File: src/rtl/eac_regs.vh
// Register offsets, bit positions and timing constants of the nonvolatile access controller
`ifndef EAC_REGS_VH
`define EAC_REGS_VH

// I/O-space offsets (data-space address is offset plus EAC_DS_OFFSET)
`define EAC_OFF_CTRL 6'h1f
`define EAC_OFF_DATA 6'h20
`define EAC_OFF_ADDRL 6'h21
`define EAC_OFF_ADDRH 6'h22
`define EAC_DS_OFFSET 8'h20
`define EAC_IO_TOP 8'h3f
`define EAC_BITOP_TOP 6'h1f

// Control register bit positions
`define EAC_CTRL_RSTROBE 0
`define EAC_CTRL_PSTROBE 1
`define EAC_CTRL_MWE 2
`define EAC_CTRL_RIE 3
`define EAC_CTRL_PM_LO 4
`define EAC_CTRL_PM_HI 5

// Programming modes
`define EAC_PM_ATOMIC 2'h0
`define EAC_PM_ERASE 2'h1
`define EAC_PM_WRITE 2'h2
`define EAC_PM_RSVD 2'h3

// Address field
`define EAC_ADDR_W 9
`define EAC_ADDR_HI_BIT 8

// Master write enable window and CPU stall lengths, in clock cycles
`define EAC_MWE_WINDOW 3'h4
`define EAC_STALL_READ 3'h4
`define EAC_STALL_PROG 3'h2

// Programming times, timed on calibrated oscillator ticks
`define EAC_RC_KHZ 8000
`define EAC_T_ATOMIC_US 3400
`define EAC_T_HALF_US 1800
`define EAC_T_CPU_WRITE_US 3300
`define EAC_RC_CPU_WRITE_TICKS 26368
`define EAC_TICK_W 16

`endif

File: src/rtl/eac_stall.v
// CPU stall generator: holds the stall output for a loaded number of cycles
`timescale 1ns/100ps
module eac_stall (
  input wire clk_sys_i,
  input wire rstn_i,
  input wire load_i,
  input wire [2:0] cycles_i,
  output wire stall_o
);
  reg [2:0] cnt_q;
  reg [2:0] cnt_d;

  always @* begin
    cnt_d = cnt_q;
    if (load_i) begin
      cnt_d = cycles_i;
    end else if (cnt_q != 3'h0) begin
      cnt_d = cnt_q - 3'h1;
    end
  end

  always @(posedge clk_sys_i or negedge rstn_i) begin
    if (!rstn_i) begin
      cnt_q <= 3'h0;
    end else begin
      cnt_q <= cnt_d;
    end
  end

  assign stall_o = (cnt_q != 3'h0);
endmodule

File: src/rtl/eac_prog_timer.v
// Programming-time counter driven by calibrated oscillator ticks
`timescale 1ns/100ps
`include "eac_regs.vh"
module eac_prog_timer (
  input wire clk_sys_i,
  input wire por_n_i,
  input wire start_i,
  input wire [`EAC_TICK_W-1:0] ticks_i,
  input wire rc_tick_i,
  output reg done_o
);
  reg [`EAC_TICK_W-1:0] cnt_q;

  // Reset only by power-on so a running write survives a system reset
  always @(posedge clk_sys_i or negedge por_n_i) begin
    if (!por_n_i) begin
      cnt_q <= {`EAC_TICK_W{1'b0}};
      done_o <= 1'b0;
    end else begin
      done_o <= 1'b0;
      if (start_i) begin
        cnt_q <= ticks_i;
      end else if (rc_tick_i && cnt_q != {`EAC_TICK_W{1'b0}}) begin
        cnt_q <= cnt_q - {{(`EAC_TICK_W-1){1'b0}}, 1'b1};
        if (cnt_q == {{(`EAC_TICK_W-1){1'b0}}, 1'b1}) begin
          done_o <= 1'b1;
        end
      end
    end
  end
endmodule

File: src/rtl/eac_top.v
// Nonvolatile data memory access controller: address, data and control registers
`timescale 1ns/100ps
`include "eac_regs.vh"
module eac_top #(
  parameter [`EAC_TICK_W-1:0] PROG_ATOMIC_TICKS = `EAC_RC_CPU_WRITE_TICKS,
  parameter [`EAC_TICK_W-1:0] PROG_HALF_TICKS = `EAC_T_HALF_US * `EAC_RC_KHZ / 1000
) (
  input wire clk_sys_i,
  input wire rstn_i,
  input wire por_n_i,
  input wire [7:0] cpu_addr_i,
  input wire cpu_io_space_i,
  input wire cpu_wr_i,
  input wire cpu_rd_i,
  input wire [7:0] cpu_wdata_i,
  input wire cpu_bit_set_i,
  input wire cpu_bit_clr_i,
  input wire [2:0] cpu_bit_sel_i,
  output wire [7:0] cpu_rdata_o,
  output wire cpu_stall_o,
  input wire global_irq_enable_i,
  input wire flash_selfprog_enable_i,
  input wire rc_tick_i,
  output wire ready_irq_o,
  output wire [`EAC_ADDR_W-1:0] arr_addr_o,
  output wire [7:0] arr_wdata_o,
  input wire [7:0] arr_rdata_i,
  output wire arr_erase_o,
  output wire arr_write_o
);

  // Turns a CPU address into an I/O offset; bit 6 flags a hit in I/O space
  function [6:0] io_decode;
    input [7:0] addr;
    input io_space;
    reg [7:0] off;
    begin
      off = io_space ? addr : addr - `EAC_DS_OFFSET;
      if (!io_space && addr < `EAC_DS_OFFSET) begin
        io_decode = 7'h00;
      end else if (off > `EAC_IO_TOP) begin
        io_decode = 7'h00;
      end else begin
        io_decode = {1'b1, off[5:0]};
      end
    end
  endfunction

  // Merges written bits into an old byte under a lane mask
  function [7:0] merge;
    input [7:0] old;
    input [7:0] val;
    input [7:0] mask;
    begin
      merge = (old & ~mask) | (val & mask);
    end
  endfunction

  wire [6:0] dec;
  wire hit;
  wire [5:0] off;
  wire bit_op;
  wire acc_wr;
  reg [7:0] wmask;
  reg [7:0] wval;
  wire [7:0] wone;
  wire wr_ctrl;
  wire wr_data;
  wire wr_addrl;
  wire wr_addrh;

  reg [`EAC_ADDR_W-1:0] addr_q;
  reg [7:0] data_q;
  reg [1:0] mode_q;
  reg pstrobe_q;
  reg rie_q;
  reg mwe_q;
  reg [2:0] mwe_cnt_q;
  reg [7:0] rdata_q;
  reg irq_q;
  reg [7:0] arr_wdata_q;
  reg arr_erase_q;
  reg arr_write_q;

  wire [7:0] ctrl_rd;
  reg [7:0] rd_mux;
  wire start_req;
  wire prog_start;
  wire read_req;
  wire prog_done;
  reg [`EAC_TICK_W-1:0] ticks;
  wire stall_load;
  wire [2:0] stall_len;

  assign dec = io_decode(cpu_addr_i, cpu_io_space_i);
  assign hit = dec[6];
  assign off = dec[5:0];
  // Bit instructions only reach the low half of I/O space
  assign bit_op = (cpu_bit_set_i | cpu_bit_clr_i) && cpu_io_space_i && off <= `EAC_BITOP_TOP;
  assign acc_wr = hit && (cpu_wr_i || bit_op);

  always @* begin
    if (cpu_wr_i) begin
      wmask = 8'hff;
      wval = cpu_wdata_i;
    end else begin
      wmask = 8'h01 << cpu_bit_sel_i;
      wval = cpu_bit_set_i ? 8'hff : 8'h00;
    end
  end

  assign wone = wmask & wval;
  assign wr_ctrl = acc_wr && off == `EAC_OFF_CTRL;
  assign wr_data = acc_wr && off == `EAC_OFF_DATA;
  assign wr_addrl = acc_wr && off == `EAC_OFF_ADDRL;
  assign wr_addrh = acc_wr && off == `EAC_OFF_ADDRH;

  // Strobe accepted only with armed enable, idle array and flash quiet
  assign start_req = wr_ctrl && wone[`EAC_CTRL_PSTROBE] && mwe_q && !pstrobe_q;
  assign prog_start = start_req && !flash_selfprog_enable_i && mode_q != `EAC_PM_RSVD;
  assign read_req = wr_ctrl && wone[`EAC_CTRL_RSTROBE] && !pstrobe_q;

  always @* begin
    case (mode_q)
      `EAC_PM_ATOMIC: ticks = PROG_ATOMIC_TICKS;
      `EAC_PM_ERASE: ticks = PROG_HALF_TICKS;
      `EAC_PM_WRITE: ticks = PROG_HALF_TICKS;
      default: ticks = {`EAC_TICK_W{1'b0}};
    endcase
  end

  eac_prog_timer u_timer (
    .clk_sys_i(clk_sys_i),
    .por_n_i(por_n_i),
    .start_i(prog_start),
    .ticks_i(ticks),
    .rc_tick_i(rc_tick_i),
    .done_o(prog_done)
  );

  assign stall_load = prog_start || read_req;
  assign stall_len = read_req ? `EAC_STALL_READ : `EAC_STALL_PROG;

  eac_stall u_stall (
    .clk_sys_i(clk_sys_i),
    .rstn_i(rstn_i),
    .load_i(stall_load),
    .cycles_i(stall_len),
    .stall_o(cpu_stall_o)
  );

  // Programming engine state: async reset only by power-on so a running write completes; system reset clears mode only when idle
  always @(posedge clk_sys_i or negedge por_n_i) begin
    if (!por_n_i) begin
      pstrobe_q <= 1'b0;
      mode_q <= `EAC_PM_ATOMIC;
      addr_q <= {`EAC_ADDR_W{1'b0}};
      data_q <= 8'h00;
      arr_wdata_q <= 8'h00;
      arr_erase_q <= 1'b0;
      arr_write_q <= 1'b0;
    end else begin
      if (prog_start) begin
        pstrobe_q <= 1'b1;
        arr_wdata_q <= data_q;
        arr_erase_q <= mode_q != `EAC_PM_WRITE;
        arr_write_q <= mode_q != `EAC_PM_ERASE;
      end else if (prog_done) begin
        pstrobe_q <= 1'b0;
        arr_erase_q <= 1'b0;
        arr_write_q <= 1'b0;
      end
      if (!rstn_i) begin
        if (!pstrobe_q) begin
          mode_q <= `EAC_PM_ATOMIC;
        end
      end else if (wr_ctrl && !pstrobe_q && (wmask[`EAC_CTRL_PM_HI] || wmask[`EAC_CTRL_PM_LO])) begin
        // Bit operations touch one mode bit only, so merge under the lane mask
        mode_q <= (mode_q & ~wmask[`EAC_CTRL_PM_HI:`EAC_CTRL_PM_LO]) |
                  (wval[`EAC_CTRL_PM_HI:`EAC_CTRL_PM_LO] & wmask[`EAC_CTRL_PM_HI:`EAC_CTRL_PM_LO]);
      end
      // Address frozen while a write runs
      if (rstn_i && !pstrobe_q) begin
        if (wr_addrl) begin
          addr_q[7:0] <= merge(addr_q[7:0], wval, wmask);
        end
        if (wr_addrh && wmask[0]) begin
          addr_q[`EAC_ADDR_HI_BIT] <= wval[0];
        end
      end
      if (rstn_i) begin
        if (read_req) begin
          data_q <= arr_rdata_i;
        end else if (wr_data) begin
          data_q <= merge(data_q, wval, wmask);
        end
      end
    end
  end

  // Master enable window: open for four cycles after software sets it
  always @(posedge clk_sys_i or negedge rstn_i) begin
    if (!rstn_i) begin
      mwe_q <= 1'b0;
      mwe_cnt_q <= 3'h0;
      rie_q <= 1'b0;
    end else begin
      if (wr_ctrl && wone[`EAC_CTRL_MWE]) begin
        mwe_q <= 1'b1;
        mwe_cnt_q <= 3'h0;
      end else if (mwe_q) begin
        if (mwe_cnt_q == `EAC_MWE_WINDOW - 3'h1) begin
          mwe_q <= 1'b0;
          mwe_cnt_q <= 3'h0;
        end else begin
          mwe_cnt_q <= mwe_cnt_q + 3'h1;
        end
      end
      if (wr_ctrl && wmask[`EAC_CTRL_RIE]) begin
        rie_q <= wval[`EAC_CTRL_RIE];
      end
    end
  end

  // Read strobe is a one-shot and always reads back zero
  assign ctrl_rd = {2'b00, mode_q, rie_q, mwe_q, pstrobe_q, 1'b0};

  always @* begin
    case (off)
      `EAC_OFF_CTRL: rd_mux = ctrl_rd;
      `EAC_OFF_DATA: rd_mux = data_q;
      `EAC_OFF_ADDRL: rd_mux = addr_q[7:0];
      `EAC_OFF_ADDRH: rd_mux = {7'h00, addr_q[`EAC_ADDR_HI_BIT]};
      default: rd_mux = 8'h00;
    endcase
  end

  always @(posedge clk_sys_i or negedge rstn_i) begin
    if (!rstn_i) begin
      rdata_q <= 8'h00;
      irq_q <= 1'b0;
    end else begin
      if (cpu_rd_i) begin
        rdata_q <= hit ? rd_mux : 8'h00;
      end
      // Level request, dropped during a write or flash self-programming
      irq_q <= rie_q && global_irq_enable_i && !pstrobe_q && !flash_selfprog_enable_i;
    end
  end

  assign cpu_rdata_o = rdata_q;
  assign ready_irq_o = irq_q;
  assign arr_addr_o = addr_q;
  assign arr_wdata_o = arr_wdata_q;
  assign arr_erase_o = arr_erase_q;
  assign arr_write_o = arr_write_q;

endmodule

File: config.mk
export PLATFORM = sky130hd
export DESIGN_NAME = eac_top
export DESIGN_NICKNAME = d
export VERILOG_FILES = /design/src/rtl/eac_stall.v /design/src/rtl/eac_prog_timer.v /design/src/rtl/eac_top.v
export VERILOG_INCLUDE_DIRS = /design/src /design/src/rtl
export SDC_FILE = /design/constraint.sdc
export NUM_CORES = 1
export LEC_CHECK = 0
export BUFFER_PORTS_ARGS = -buffer_cell sky130_fd_sc_hd__buf_2
export CORE_AREA = 3 3 118 86
export CTS_BUF_LIST = sky130_fd_sc_hd__clkbuf_4
export CTS_CLUSTER_SIZE = 28
export DETAILED_ROUTE_END_ITERATION = 6
export DIE_AREA = 0 0 121 89
export PLACE_DENSITY = 0.73
export SLEW_MARGIN = 20
export SYNTH_ARGS = -nofsm -noshare
export SYNTH_HDL_FRONTEND = slang
export SYNTH_SLANG_ARGS = --single-unit
File: constraint.sdc
create_clock -name clk_sys_i -period 2.3 [get_ports clk_sys_i]
set_input_delay 0.115 -clock clk_sys_i [delete_from_list [all_inputs] [get_ports clk_sys_i]]
set_output_delay 0.115 -clock clk_sys_i [all_outputs]
set_load 0.03 [all_outputs]
Word-level counts from Yosys, hierarchy flattened. Cells that the tools add are included.

Bitwise operators: 11. Order comparisons: 3. Reduce and logical (&&, ||, !) cells: 44. Muxes and demuxes: 32. Add/subtract/negate cells: 4. Shift operators: 1. Eq/ne operators: 13.

Operators with widths (count): 8-bit two-way mux (7); 16-bit two-way mux (2); 8-bit case mux with 4 select lines (1); 15-bit case mux with 2 select lines (1); 1-bit logical AND (25); 8-bit bitwise AND (3); 6-bit equality test (second input constant) (3); 3-bit two-way mux (6); 16-bit by 1-bit equality test with 1-bit output (second input constant) (1); 8-bit OR (2); 16-bit nonzero test (1); 16-bit by 1-bit subtractor with 16-bit output (second input constant) (1); 7-bit two-way mux (2); 1-bit two-way mux (10); 2-bit nonzero test (5); 8-bit by 6-bit > comparator with 1-bit output (second input constant) (1); 8-bit by 6-bit less-than comparator with 1-bit output (second input constant) (1); 8-bit NOT (1); 2-bit AND reduction (4); 1-bit by 3-bit << shifter with 8-bit output (first input constant) (1); 8-bit by 6-bit subtractor with 8-bit output (second input constant) (1); 6-bit by 5-bit equality test with 1-bit output (second input constant) (1); 6-bit by 5-bit less-or-equal comparator with 1-bit output (second input constant) (1); 2-bit two-way mux (3); 16 further kinds (24).

Input bits: 38. Word-level logic and storage cells: 124. Register bits after elaboration: 64. Output and inout port bits: 29.

Depth between registers and ports, before layout.
Depth after elaboration: 17. Gate-level depth with buffers: 8. Gate-level depth less buffers: 7.

By module. Synthesis repeated with hierarchy kept, for this count alone.

Cells, all modules: 400. Area total of the unflattened synthesis: 3826.2 um^2.

By module, submodules not included: eac_top (cells each 254, sequential area each 1101.1 um^2, area each 2532.4 um^2, times used 1); eac_prog_timer (cells each 126, sequential area each 425.4 um^2, area each 1097.3 um^2, times used 1); eac_stall (cells each 20, sequential area each 75.1 um^2, area each 196.4 um^2, times used 1).

Least setup slack after synthesis. Ideal clock, no wire load.

Path kind: flip-flop to flip-flop. Start point: reg u_timer.cnt_q[4]. End point: reg u_timer.cnt_q[15]. Required time: 2.168 ns. Arrival: 2.101 ns. Library setup time: 0.132 ns. Clock period less this slack: 2.233 ns. Path buffers: 1. Cell stages (with the launch flop): 7. Slack: 0.067 ns. Path through: dfrtp_1 > or4_1 > clkbuf_1 > or4b_2 > nor4_1 > xnor2_1 > nor2_1.

Word-level cells in the longest chain between the ends: 3. Elaborated cells between the ends (all ways): 6. Those cells by class: 1 x add/sub; 2 x mux; 3 x reduce/logical.

Ends and longest elaborated chain: from (decl) (RTL line eac_prog_timer.v:12) `` reg [`EAC_TICK_W-1:0] cnt_q; ``; from (signal assigned) (RTL line eac_prog_timer.v:17) `` cnt_q <= {`EAC_TICK_W{1'b0}}; ``; from (signal assigned) (RTL line eac_prog_timer.v:22) `cnt_q <= ticks_i;`; from (signal assigned) (RTL line eac_prog_timer.v:24) `` cnt_q <= cnt_q - {{(`EAC_TICK_W-1){1'b0}}, 1'b1}; ``; 16-bit by 1-bit subtractor with 16-bit output or 16-bit nonzero test (tied branches) (RTL line eac_prog_timer.v:24, eac_prog_timer.v:23); 16-bit two-way mux or 1-bit logical AND (tied branches) (RTL line eac_prog_timer.v:23) `` end else if (rc_tick_i && cnt_q != {`EAC_TICK_W{1'b0}}) begin ``; 16-bit two-way mux or 2-bit nonzero test (tied branches).

Several ways; a longest one is shown, not always the timed one. The select of a mux whose other input is x is not followed. A chain may end at the register's enable or synchronous reset.

Worst setup path in the final report. Same ends and word-level chain as after synthesis.

==> impl_metrics.csv <==
group,metric,value,unit
outcome,status,"finished clean",
cts,htreeDepth,3,
critical_path,r2r_slack,0.14,ns
detailed_routing,wl,9.94,mm
detailed_routing,vias_per_cell,5.52,
grt,antenna_found_initial,0,
sta,min_period_over_period,0.940,
yosys,netlist_area,3640,sq um
sta,hold_viol,0,
critical_path,reg2reg_from,"u_timer.cnt_q[4]$_DFFE_PN0P_",
cts,clkTransAtPathRegs,0.11,ns
placed_design,placed_area,4270,sq um
yosys,synth_edf_count,0,
yosys,synth_top_family_by_area,"simple AND/OR/NAND/NOR gates",
yosys,ys_warn_count,0,
detailed_routing,dr.pass1.iters,6,
layout,fillers,820,
grt,grt_max_degree,32,
floorplanning,fp.dieW,121,microns
sta,slew_headroom,0.594,
detailed_routing,wl_per_cell,16.5,microns
critical_path,crit_arrival,2.46,ns
sta,slew_viol_final,0,
sta,rsz0062_at_grt,"false",
critical_path,path_cells,"or4_4, or4b_2, nor4_2, xnor2_1, nor2_1",
yosys,synthSimpleGateAreaFrac,0.187,
detailed_routing,drc,0,
layout,regArea,1600,sq um
critical_path,slowest_stage,"or4b_2",
floorplanning,dieArea,10800,sq um
layout,multiInputGateArea,1910,sq um
layout,layout.cells.non_filler,601,
yosys,ys.flop_type,"dfrtp_1",
cts,cts_made_buffers,9,
critical_path,cp.required,2.60,ns
cts,cts.path.max_buffers,2,
cts,clock_latency,0.41,ns
yosys,synth_xor_area_frac,0.0361,
placed_design,placed_cells,574,
critical_path,slowest_delay,0.69,ns
critical_path,cp_max_fo,7,
yosys,synth_nets,423,
cts,cts.sinks,64,
placed_design,gp_congestion,0.901,
layout,stdcell_area,4560,sq um
floorplanning,core_region_area,9030,sq um
placed_design,port_buffers,66,
sta,hold-worst-slack,0.00555,ns
floorplanning,fp.dieH,89,microns
grt,grtUsageTotal,0.192,
grt,grt_overflow,0,
pwr,p_leak,2.13,nW
layout,area_growth,25.5,%
yosys,syn_area_per_cell,9.73,sq um
worst_hold_path,min_from,"cpu_rd_i",
floorplanning,initial_core_util,0.403,
sta,period_needed,2.16,ns
cts,tritoncts,"yes",
yosys,ys_seq_area_frac,0.440,
flow_run,drv_cap,0,
detailed_routing,dr_total_vias,3315,
sta,tightest_slew,0.594,ns
sta,clock-skew-final,0.0118,ns
yosys,synthMuxAreaShare,0.0843,
detailed_routing,ant_nets,0,
sta,setup_violations,0,
yosys,synth_cell_types,55,
pwr,ir_worst_vdd,401,uV
worst_hold_path,hold_class,"input pin to register",
yosys,ys_seq_elements,64,
critical_path,crit_start,"u_timer.cnt_q[4]$_DFFE_PN0P_",
cts,post-cts-setup-buffer-count,0,
yosys,yosys.area_share.adder,0.0378,
yosys,async_reset_ff_frac,1.00,
yosys,synth_compound_area_frac,0.171,
floorplanning,row_count,29,
critical_path,end_kind,"register",
placed_design,hpwlAfterDp,7.74,mm
floorplanning,io_pins,67,
grt,grt_pass1_wl,16.1,mm
layout,n_antenna_cell,0,
sta,timing.setup.tns,0,ns
yosys,postSynthCellCount,374,
critical_path,critPathKind,"register to register",
pwr,p_per_area,746,nW/um^2
layout,final_layout_size_suffix_gt1_frac,0.302,
cts,root_buffer,"clkbuf_4",
sta,clock.fmax,463,MHz
layout,fin_nets,521,
detailed_routing,drtIter0Drc,246,
critical_path,start_kind,"register",
grt,grt_pass1_vias,3174,
## synth_stat cells, drive strengths merged, types with 2 or more instances
cell / instances / share of area
a21oi: 15 / 0.021
dfrtp: 64 / 0.44
o21ai: 9 / 0.012
o31ai: 3 / 0.0062
nand3: 12 / 0.017
mux2i: 7 / 0.019
a31o: 2 / 0.0048
or2: 2 / 0.0034
nor4: 7 / 0.012
and3: 3 / 0.0052
a222oi: 6 / 0.017
nand2b: 12 / 0.021
o211ai: 11 / 0.023
nor2b: 3 / 0.0052
a2111oi: 4 / 0.011
nor2: 20 / 0.021
xnor2: 9 / 0.022
xor2: 6 / 0.014
clkbuf: 11 / 0.011
o22ai: 8 / 0.014
or4b: 2 / 0.0055
nor3b: 4 / 0.0083
a31oi: 6 / 0.010
or4: 5 / 0.011
ha: 11 / 0.038
o21a: 5 / 0.010
buf: 5 / 0.0062
or3: 2 / 0.0048
nand2: 29 / 0.030
o41ai: 3 / 0.0072
a211oi: 3 / 0.0062
inv: 25 / 0.026
a21o: 2 / 0.0041
nor3: 14 / 0.019
o32a: 2 / 0.0055
and2: 8 / 0.014
mux2: 21 / 0.065
## stage by stage
stage	utilization	total power [mW]	setup slack [ns]
2_1_floorplan	-	2.15	0.0668
3_5_place_dp	0.472	2.51	-0.0140
6_report	0.505	3.41	0.139
3_3_place_gp	0.472	2.45	0.0269
5_1_grt	0.505	3.65	0.0334
4_1_cts	0.503	3.40	0.0783
## placed cells by master, fill, tap and decap left out, drive strengths merged, types with 3 or more instances in the layout
cell type	count
dlygate4sd3	11
a211oi	3
o31ai	3
ha	11
xor2	6
buf	92
inv	25
nor3b	4
nand2	29
o211ai	11
o21a	5
a31oi	6
nor3	14
o21ai	9
nor2b	3
nor4	7
a21oi	15
dfrtp	64
clkbuf	10
and2	8
nand3	12
nand2b	12
a222oi	6
mux2i	7
a2111oi	4
o41ai	3
o22ai	8
or4	5
mux2	21
nor2	20
xnor2	9
and3	3
## where the power goes
part,leakage (nW),switching (mW),internal (mW),total (mW)
Combinational,1.22,0.556,0.468,1.02
Sequential,0.837,0.194,1.33,1.52
Clock,0.0800,0.412,0.447,0.860
## cells by family (layout without fill, tap and decap cells)
logic type / count (synthesis) / after routing
simple gates: 128 / 128
compound gates: 87 / 87
flops: 64 / 64
buf+inv: 41 / 144
mux: 28 / 28
xor+xnor: 15 / 15
fa+ha+maj: 11 / 11
## worst max-delay path, delay by kind of cell, from the launching register on
kind | cells | cell delay, ns
xor+xnor | 1 | 0.14
flops | 1 | 0.40
simple gates | 4 | 1.51
## cell type report
type / count / share of cell area
inverters: 25 / 0.0206
well taps: 124 / 0.0340
multi-input cells: 269 / 0.418
clock inverters: 6 / 0.0184
repair buffers: 103 / 0.142
clock buffers: 10 / 0.0165
flip-flops and latches: 64 / 0.351
## what timing repair did
item | CTS | global route
hold endpoints to repair | 41 | 0
hold buffers | 11 | 0
resized for setup | 4 | 3
setup endpoints to repair | 3 | 3
## path summary, 6_finish.rpt
check / to / cells after the start
max reg2reg: u_timer.cnt_q[15]$_DFFE_PN0P_ / 5
min reg2reg: arr_wdata_o[5]$_DFFE_PN0P_ / 1
min in group asynchronous: async pin / 2
max: u_timer.cnt_q[15]$_DFFE_PN0P_ / 5
min: cpu_rdata_o[7]$_DFFE_PN0P_ / 2
max in group asynchronous: arr_wdata_o[2]$_DFFE_PN0P_ / 3
## metal layers
| layer | up-vias | GRT usage | wire length [microns] |
|---|---|---|---|
| li1 | 1567 | - | - |
| met1 | 1602 | 0.263 | 4530 |
| met2 | 136 | 0.290 | 4270 |
| met3 | 10 | 0.0791 | 1050 |
| met4 | 0 | 0.0391 | 92 |
| met5 | - | 0 | 0 |
(Power assumes the default switching activity.)
